--- src/global_status_map.vh ---
`ifndef GLOBAL_STATUS_MAP_VH
`define GLOBAL_STATUS_MAP_VH

// ------------------------------------------------------------
// register offsets (byte addresses on the 8-bit address port)
// ------------------------------------------------------------
`define ADDR_W 8
`define DATA_W 16
`define OFS_SUMMARY_STATUS 8'h10
`define OFS_SUMMARY_IRQ_EN 8'h12
`define OFS_STATUS_LIVE 8'h14
`define OFS_STATUS_LATCHED 8'h16
`define OFS_STATUS_IRQ_EN 8'h18
`define OFS_GP_PIN_READBACK 8'h1C
`define OFS_GLOBAL_CONTROL 8'h1E

// ------------------------------------------------------------
// field positions
// ------------------------------------------------------------
`define BIT_UPDATE_DONE 0
`define BIT_LOCK_LOST 1
`define BIT_ONE_SECOND 2
`define BIT_ADAPTER_REF_CLOCK_PIN_ACT 3
`define BIT_REF8K_ACT 4
`define BIT_SUMMARY 0
`define BIT_REF8K_SELECT 0
`define LATCH_W 5
`define IRQ_EN_W 3
`define GPIO_W 8
`define GPIO_REF8K_IDX 3
`define NUM_PORTS 4
`define NUM_PLLS 3

// ------------------------------------------------------------
// reset values
// ------------------------------------------------------------
`define RST_DATA 16'h0000
`define RST_LATCH 5'h00
`define RST_IRQ_EN 3'h0
`define RST_GPIO 8'h00
`define RST_PORTS 4'h0

// ------------------------------------------------------------
// timing
// ------------------------------------------------------------
`define CLK_PERIOD_NS 25
`define ONE_SECOND_NS 1000000000
`define TICK_CNT_W 32

`endif

--- src/pin_sync_edge.v ---
`timescale 1ns/100ps
// two-stage synchroniser bank with rising-edge pulses
module pin_sync_edge #(
  parameter W = 9
) (
  // clock and reset
  input wire i_clk,
  input wire i_resetn,
  input wire i_ce,
  // asynchronous pins
  input wire [W-1:0] i_pins,
  // synchronised results
  output reg [W-1:0] o_level,
  output reg [W-1:0] o_rise
);

  reg [W-1:0] meta_q;
  reg [W-1:0] prev_q;

  // ------------------------------------------------------------
  // sync stages
  // ------------------------------------------------------------
  // first stage feeds only the second; edges taken from stage two
  always @(posedge i_clk or negedge i_resetn) begin
    if (!i_resetn) begin
      meta_q <= {W{1'b0}};
      o_level <= {W{1'b0}};
      prev_q <= {W{1'b0}};
      o_rise <= {W{1'b0}};
    end else if (i_ce) begin
      meta_q <= i_pins;
      o_level <= meta_q;
      prev_q <= o_level;
      o_rise <= o_level & ~prev_q;
    end
  end

endmodule

--- src/global_status_interrupt_tree.v ---
`timescale 1ns/100ps
`include "global_status_map.vh"
// Summary of operation
// - live update-done is the AND of update-done of every port set for global update control.
// - the 8 kHz activity latch sets on activity of gp pin 4, only while the 8 kHz select bit is set.
// - the reference clock activity latch sets on activity of the adapter reference clock pin.
// - the one-second latch sets once per second and, when enabled, raises the summary bit.
// - the lock-lost latch sets on each rising edge of the live lock-lost bit.
// - an enabled, set lock-lost latch raises the summary bit and, with summary enable, pulls the pin low.
// - the update-done latch sets on each rising edge of live update-done.
// - an enabled, set update-done latch raises the summary bit and, with summary enable, pulls the pin low.
// - the one-second enable sits in bit 2; one lets the one-second latch reach the pin, zero blocks it.
// - every bit of the latched-status enable register resets to zero.
// - the pin read-back register shows the eight gp pin levels in bits 7..0, pin 1 in bit 0.
// - the summary bit is set while any enabled latched bit is set; with summary enable the pin goes low.
// - live lock-lost is high while any adapter pll is unlocked.
module global_status_interrupt_tree #(
  parameter ONE_SEC_CYCLES = `ONE_SECOND_NS / `CLK_PERIOD_NS
) (
  // clock, reset, enable
  input wire i_clk,
  input wire i_resetn,
  input wire i_ce,
  // register port
  input wire [`ADDR_W-1:0] i_addr,
  input wire [`DATA_W-1:0] i_wdata,
  input wire i_wr,
  input wire i_rd,
  output reg [`DATA_W-1:0] o_rdata,
  // per-port monitor update status, same clock
  input wire [`NUM_PORTS-1:0] i_port_update_done,
  input wire [`NUM_PORTS-1:0] i_monitor_update_mode_select,
  // clock adapter pll lock, same clock
  input wire [`NUM_PLLS-1:0] i_pll_unlocked,
  // pins from outside
  input wire [`GPIO_W-1:0] i_gp_pins,
  input wire i_adapter_ref_clock_pin,
  // interrupt and status outputs
  output reg o_irq_n,
  output reg o_ref8k_input_select,
  output reg o_global_update_done
);

  // ------------------------------------------------------------
  // functions
  // ------------------------------------------------------------
  // write-one-to-clear with set priority over clear
  function [`LATCH_W-1:0] sticky_next;
    input [`LATCH_W-1:0] cur;
    input [`LATCH_W-1:0] set;
    input [`LATCH_W-1:0] clr;
    begin
      sticky_next = (cur & ~clr) | set;
    end
  endfunction

  // summary term from latches and enables
  function summary_of;
    input [`LATCH_W-1:0] lat;
    input [`IRQ_EN_W-1:0] en;
    begin
      summary_of = |(lat[`IRQ_EN_W-1:0] & en);
    end
  endfunction

  // ------------------------------------------------------------
  // declarations
  // ------------------------------------------------------------
  localparam [`TICK_CNT_W-1:0] TICK_LAST = ONE_SEC_CYCLES - 1;

  wire [`GPIO_W:0] pin_level;
  wire [`GPIO_W:0] pin_rise;
  wire [`GPIO_W-1:0] gpio_level;
  wire adapter_ref_clock_pin_rise;
  wire ref8k_rise;

  reg [`LATCH_W-1:0] latch_q;
  reg [`LATCH_W-1:0] latch_d;
  reg [`LATCH_W-1:0] latch_set;
  reg [`LATCH_W-1:0] latch_clr;
  reg [`IRQ_EN_W-1:0] irq_en_q;
  reg [`IRQ_EN_W-1:0] irq_en_d;
  reg summary_en_q;
  reg summary_en_d;
  reg ref8k_sel_d;
  reg update_done_d;
  reg update_done_prev_q;
  reg lock_lost_q;
  reg lock_lost_prev_q;
  reg [`TICK_CNT_W-1:0] tick_cnt_q;
  reg tick_pulse_q;
  reg summary_d;
  reg [`DATA_W-1:0] rdata_d;

  // ------------------------------------------------------------
  // pin synchronisers
  // ------------------------------------------------------------
  // activity is taken as a sampled rising edge; a reference clock
  // above half the system clock may alias and be missed at times
  pin_sync_edge #(
    .W(`GPIO_W + 1)
  ) u_pin_sync (
    .i_clk(i_clk),
    .i_resetn(i_resetn),
    .i_ce(i_ce),
    .i_pins({i_adapter_ref_clock_pin, i_gp_pins}),
    .o_level(pin_level),
    .o_rise(pin_rise)
  );

  assign gpio_level = pin_level[`GPIO_W-1:0];
  assign adapter_ref_clock_pin_rise = pin_rise[`GPIO_W];
  assign ref8k_rise = pin_rise[`GPIO_REF8K_IDX];

  // ------------------------------------------------------------
  // live status
  // ------------------------------------------------------------
  // and over ports in global mode; no port in global mode reads zero
  always @* begin
    update_done_d = (|i_monitor_update_mode_select) &&
      (&(i_port_update_done | ~i_monitor_update_mode_select));
  end

  // live bits and their previous values for edge detection
  always @(posedge i_clk or negedge i_resetn) begin
    if (!i_resetn) begin
      o_global_update_done <= 1'b0;
      update_done_prev_q <= 1'b0;
      lock_lost_q <= 1'b0;
      lock_lost_prev_q <= 1'b0;
    end else if (i_ce) begin
      o_global_update_done <= update_done_d;
      update_done_prev_q <= o_global_update_done;
      lock_lost_q <= |i_pll_unlocked;
      lock_lost_prev_q <= lock_lost_q;
    end
  end

  // ------------------------------------------------------------
  // one-second tick
  // ------------------------------------------------------------
  // free-running divider; shorten ONE_SEC_CYCLES in simulation
  always @(posedge i_clk or negedge i_resetn) begin
    if (!i_resetn) begin
      tick_cnt_q <= {`TICK_CNT_W{1'b0}};
      tick_pulse_q <= 1'b0;
    end else if (i_ce) begin
      if (tick_cnt_q == TICK_LAST) begin
        tick_cnt_q <= {`TICK_CNT_W{1'b0}};
        tick_pulse_q <= 1'b1;
      end else begin
        tick_cnt_q <= tick_cnt_q + 1'b1;
        tick_pulse_q <= 1'b0;
      end
    end
  end

  // ------------------------------------------------------------
  // latch sources and host clears
  // ------------------------------------------------------------
  always @* begin
    latch_set = `RST_LATCH;
    latch_set[`BIT_UPDATE_DONE] = o_global_update_done & ~update_done_prev_q;
    latch_set[`BIT_LOCK_LOST] = lock_lost_q & ~lock_lost_prev_q;
    latch_set[`BIT_ONE_SECOND] = tick_pulse_q;
    latch_set[`BIT_ADAPTER_REF_CLOCK_PIN_ACT] = adapter_ref_clock_pin_rise;
    latch_set[`BIT_REF8K_ACT] = ref8k_rise & o_ref8k_input_select;
    latch_clr = `RST_LATCH;
    if (i_wr && i_addr == `OFS_STATUS_LATCHED) begin
      latch_clr = i_wdata[`LATCH_W-1:0];
    end
    // a set in the clearing cycle survives
    latch_d = sticky_next(latch_q, latch_set, latch_clr);
  end

  // ------------------------------------------------------------
  // writable registers
  // ------------------------------------------------------------
  always @* begin
    irq_en_d = irq_en_q;
    summary_en_d = summary_en_q;
    ref8k_sel_d = o_ref8k_input_select;
    if (i_wr) begin
      case (i_addr)
        `OFS_STATUS_IRQ_EN: begin
          irq_en_d = i_wdata[`IRQ_EN_W-1:0];
        end
        `OFS_SUMMARY_IRQ_EN: begin
          summary_en_d = i_wdata[`BIT_SUMMARY];
        end
        `OFS_GLOBAL_CONTROL: begin
          ref8k_sel_d = i_wdata[`BIT_REF8K_SELECT];
        end
        default: begin
          irq_en_d = irq_en_q;
        end
      endcase
    end
  end

  // ------------------------------------------------------------
  // summary and interrupt
  // ------------------------------------------------------------
  // summary follows the registered latches and enables combinationally
  always @* begin
    summary_d = summary_of(latch_q, irq_en_q);
  end

  // state flops; pin computed from next values so it tracks the latches
  always @(posedge i_clk or negedge i_resetn) begin
    if (!i_resetn) begin
      latch_q <= `RST_LATCH;
      irq_en_q <= `RST_IRQ_EN;
      summary_en_q <= 1'b0;
      o_ref8k_input_select <= 1'b0;
      o_irq_n <= 1'b1;
    end else if (i_ce) begin
      latch_q <= latch_d;
      irq_en_q <= irq_en_d;
      summary_en_q <= summary_en_d;
      o_ref8k_input_select <= ref8k_sel_d;
      // active low; releases once no enabled latch remains
      o_irq_n <= ~(summary_of(latch_d, irq_en_d) & summary_en_d);
    end
  end

  // ------------------------------------------------------------
  // read path
  // ------------------------------------------------------------
  // unmapped offsets and reserved bits read zero
  always @* begin
    rdata_d = `RST_DATA;
    case (i_addr)
      `OFS_SUMMARY_STATUS: begin
        rdata_d[`BIT_SUMMARY] = summary_d;
      end
      `OFS_SUMMARY_IRQ_EN: begin
        rdata_d[`BIT_SUMMARY] = summary_en_q;
      end
      `OFS_STATUS_LIVE: begin
        rdata_d[`BIT_UPDATE_DONE] = o_global_update_done;
        rdata_d[`BIT_LOCK_LOST] = lock_lost_q;
      end
      `OFS_STATUS_LATCHED: begin
        rdata_d[`LATCH_W-1:0] = latch_q;
      end
      `OFS_STATUS_IRQ_EN: begin
        rdata_d[`IRQ_EN_W-1:0] = irq_en_q;
      end
      `OFS_GP_PIN_READBACK: begin
        rdata_d[`GPIO_W-1:0] = gpio_level;
      end
      `OFS_GLOBAL_CONTROL: begin
        rdata_d[`BIT_REF8K_SELECT] = o_ref8k_input_select;
      end
      default: begin
        rdata_d = `RST_DATA;
      end
    endcase
  end

  // read data stands only in the cycle after the strobe
  always @(posedge i_clk or negedge i_resetn) begin
    if (!i_resetn) begin
      o_rdata <= `RST_DATA;
    end else if (i_ce) begin
      if (i_rd) begin
        o_rdata <= rdata_d;
      end else begin
        o_rdata <= `RST_DATA;
      end
    end
  end

endmodule

--- config.mk ---
export PLATFORM = sky130hd
export DESIGN_NAME = global_status_interrupt_tree
export DESIGN_NICKNAME = d
export VERILOG_FILES = /design/src/pin_sync_edge.v /design/src/global_status_interrupt_tree.v
export VERILOG_INCLUDE_DIRS = /design/src /design/src/src
export SDC_FILE = /design/constraint.sdc
export NUM_CORES = 1
export LEC_CHECK = 0
export BUFFER_PORTS_ARGS = -buffer_cell sky130_fd_sc_hd__buf_2
export CAP_MARGIN = 20
export CORE_UTILIZATION = 49
export CTS_BUF_LIST = sky130_fd_sc_hd__clkbuf_4 sky130_fd_sc_hd__clkbuf_8 sky130_fd_sc_hd__clkbuf_16
export CTS_CLUSTER_SIZE = 30
export DETAILED_ROUTE_END_ITERATION = 16
export PLACE_DENSITY = 0.71
export SYNTH_ARGS = -nofsm -noshare
export SYNTH_HDL_FRONTEND = slang
export SYNTH_SLANG_ARGS = --single-unit
--- constraint.sdc ---
create_clock -name i_clk -period 2.4 [get_ports i_clk]
set_input_delay 0.12 -clock i_clk [delete_from_list [all_inputs] [get_ports i_clk]]
set_output_delay 0.12 -clock i_clk [all_outputs]
set_load 0.02 [all_outputs]
==> run_results.csv <==
group,metric,value,unit
outcome,status,"finished clean",
setup_path,critPathMaxFanout,5,
yosys,synth_ff_type,"dfrtp_1",
clock_tree,cts_buffer_depth,2,
grt,grt_pass1_vias,2739,
sta,relSlewSlack,58.44,%
sta,hold_violations,0,
route,wire_per_inst,13.90,um
route,drt_wl_total,7159,um
placed_design,dp_hpwl,4958,um
pwr,power_density,613.8,nW/um2
job,maxCapViolations,0,
setup_path,worstPathRequired,2.64,ns
yosys,syn-cell-area,3777,um2
floorplanning,die_x,89.80,um
setup_path,rrSetupSlack,0.43,ns
grt,grt_pass1_wl,12600,um
sta,drv_slew,0,
cells_and_area,final_cells,515,
grt,grt.total_usage,19.75,%
floorplanning,initial_core_util,51.26,%
sta,fin_setup_tns,0,ns
placed_design,post_dp_cell_area,4109,um2
placed_design,place_inst,487,
grt,grt_max_degree,64,
setup_path,crit_path_start,"tick_cnt_q[2]",
setup_path,crit-reg2reg-launch,"tick_cnt_q[2]",
pwr,p_leak,0.001988,uW
cells_and_area,nets,461,
placed_design,gp_congestion,0.7892,
clock_tree,cts_resized,0,
sta,max_freq,0.5081,GHz
sta,setup_viol,0,
yosys,synthCells,348,
yosys,yosys_warnings,0,
route,dr.pass1.iters,4,
sta,skew,0.01288,ns
clock_tree,path_clk_slew,0.09,ns
yosys,synth.avg_cell_area,10.85,um2
setup_path,critical_path_class,"reg2reg",
sta,min_period,1.968,ns
setup_path,setup.worst_path.end_class,"register",
clock_tree,cts.sinks,78,
sta,tightest_slew,0.6235,ns
floorplanning,die_h,89.80,um
route,drcViolationCount,0,
clock_tree,htree_levels,3,
grt,grt-ovfl-total,0,
route,final_antenna_net_count,0,
yosys,ys_async_sr_fraction,100.0,%
cells_and_area,final_util,59.83,%
clock_tree,numCtsBuffers,9,
clock_tree,clk_latency,0.36,ns
sta,rsz0062_at_grt,"no",
yosys,synth_cell_types,51,
clock_tree,clockRootBuffer,"clkbuf_8",
floorplanning,top_level_ports,68,
cells_and_area,syn2layout_area_growth,16.73,%
cells_and_area,drive_gt1_share,25.96,%
yosys,ys_seq_area_share,51.71,%
worst_hold_path,hold_start,"i_wdata[1]",
cells_and_area,diodes,0,
floorplanning,dieArea,8064,um2
setup_path,startpoint_type,"register",
route,drtIter0Drc,113,
floorplanning,num_rows,31,
yosys,ys_seq_elements,78,
sta,min_period_over_period,82.00,%
placed_design,io_buffers,48,
pwr,peakVddDrop,443.5,uV
setup_path,crit_arrival,2.21,ns
route,viasPerCell,5.270,
route,vias,2714,
cells_and_area,fillers,642,
cells_and_area,finalInstanceArea,4409,um2
clock_tree,cts_tree,"yes",
floorplanning,fp.coreArea,7370,um2
yosys,synth_edf_count,0,
worst_hold_path,min_path_type,"in2reg",
grt,antenna_found_initial,0,
-- synthesized netlist by cell type, drive strengths merged, types with 2 or more instances --
library cell	count	area, um2
a21oi	2	10.01
mux2	27	304.0
o21ai	8	40.04
xnor2	21	183.9
nand2	31	116.4
xor2	9	78.83
nor2	22	82.58
inv	21	78.83
a22oi	3	22.52
and3	7	43.79
clkbuf	8	30.03
o22ai	12	75.07
nand3	16	80.08
nor4	9	86.33
nor2b	2	12.51
a22o	4	35.03
and2	4	25.02
dfrtp	77	1927
nand4	10	68.81
a32o	2	20.02
and4	2	17.52
nor3	9	50.05
o31ai	3	27.52
mux2i	5	50.05
buf	13	88.84
nand2b	3	18.77
-- flip-flops by register name, summed over array words and instances, names as in the netlist --
name	cells
irq_en_q	3
latch_q	5
lock_lost_prev_q	1
lock_lost_q	1
o_global_update_done	1
o_irq_n	1
o_rdata	8
o_ref8k_input_select	1
summary_en_q	1
tick_cnt_q	32
tick_pulse_q	1
u_pin_sync.meta_q	9
u_pin_sync.o_level	9
u_pin_sync.o_rise	2
u_pin_sync.prev_q	2
update_done_prev_q	1
-- path summary, 6_finish.rpt --
check	end	depth (start not counted)
max	tick_cnt_q[31]	5
min	irq_en_q[1]	2
max reg2reg	tick_cnt_q[31]	5
min reg2reg	u_pin_sync.o_rise[8]	1
max in group asynchronous	o_irq_n	3
min in group asynchronous	tick_cnt_q[12]	2
-- placed cells by master (no fill, tap or decap), types with 6 or more instances in the layout --
cell type / count
nand4_1: 9
mux2_2: 27
and3_1: 7
o22ai_1: 12
nor2_1: 22
nor4_1: 7
buf_4: 6
xor2_1: 9
dlygate4sd3_1: 12
clkbuf_8: 9
dfrtp_1: 77
inv_1: 21
nor3_1: 8
conb_1: 8
o21ai_0: 8
nand3_1: 16
buf_2: 47
xnor2_1: 21
nand2_1: 31
-- stage by stage --
stage | setup slack [ns] | hold WS (ns) | total power [uW]
after floorplan | 0.5743 | -0.1756 | 1709
after global placement | 0.4495 | -0.003754 | 1799
after detailed placement | 0.4248 | -0.0003757 | 1816
after CTS | 0.4263 | 0.02935 | 2743
after global routing | 0.2383 | 0.03462 | 2860
final | 0.4320 | 0.04397 | 2706
-- what timing repair did --
action | 4_1_cts | 5_1_grt
endpoints found under the hold margin | 87 | 0
buffers inserted | 0 | 0
hold buffers | 12 | 0
-- final cells by class --
class | count | area, um2 | area share [%]
clock inverters | 7 | 56.30 | 1.277
inverters | 21 | 78.83 | 1.788
well taps | 99 | 123.9 | 2.809
flip-flops and latches | 78 | 1953 | 44.30
clock buffers | 9 | 123.9 | 2.809
repair buffers | 66 | 420.4 | 9.535
multi-input cells | 235 | 1653 | 37.49
-- cells by family after synthesis --
kind of cell / after synthesis / share of synthesized area [%]
XOR/XNOR: 30 / 6.956
buffers and inverters: 42 / 5.234
AND/OR/NAND/NOR: 122 / 17.99
multiplexers: 33 / 9.970
flip-flops: 78 / 51.71
AO/OA/AOI/OAI: 41 / 7.718
adder cells (fa/ha/maj): 1 / 0.3312
other: 1 / 0.09928
-- power breakdown --
group          switching (uW)  internal, uW  leakage, uW  total (uW)
registers                78.5          1420     0.000998        1500
logic                     155           150     0.000910         305
clock network             518           385    0.0000789         904
-- worst max-delay path: stages (launching register included) --
cell and delay (ns):
dfrtp_1 0.40, and4_1 0.30, nand4_1 0.22, nor3_1 0.56, nand4_1 0.20, xnor2_1 0.16
-- layer usage --
metal	vias up	GRT usage (%)	share of wire, %
li1	1341	-	-
met1	1304	24.43	47
met2	60	32.63	48
met3	9	6.599	4.0
met4	0	6.284	1.3
met5	-	0	0
Note: power is estimated with default switching activity, not from simulation.
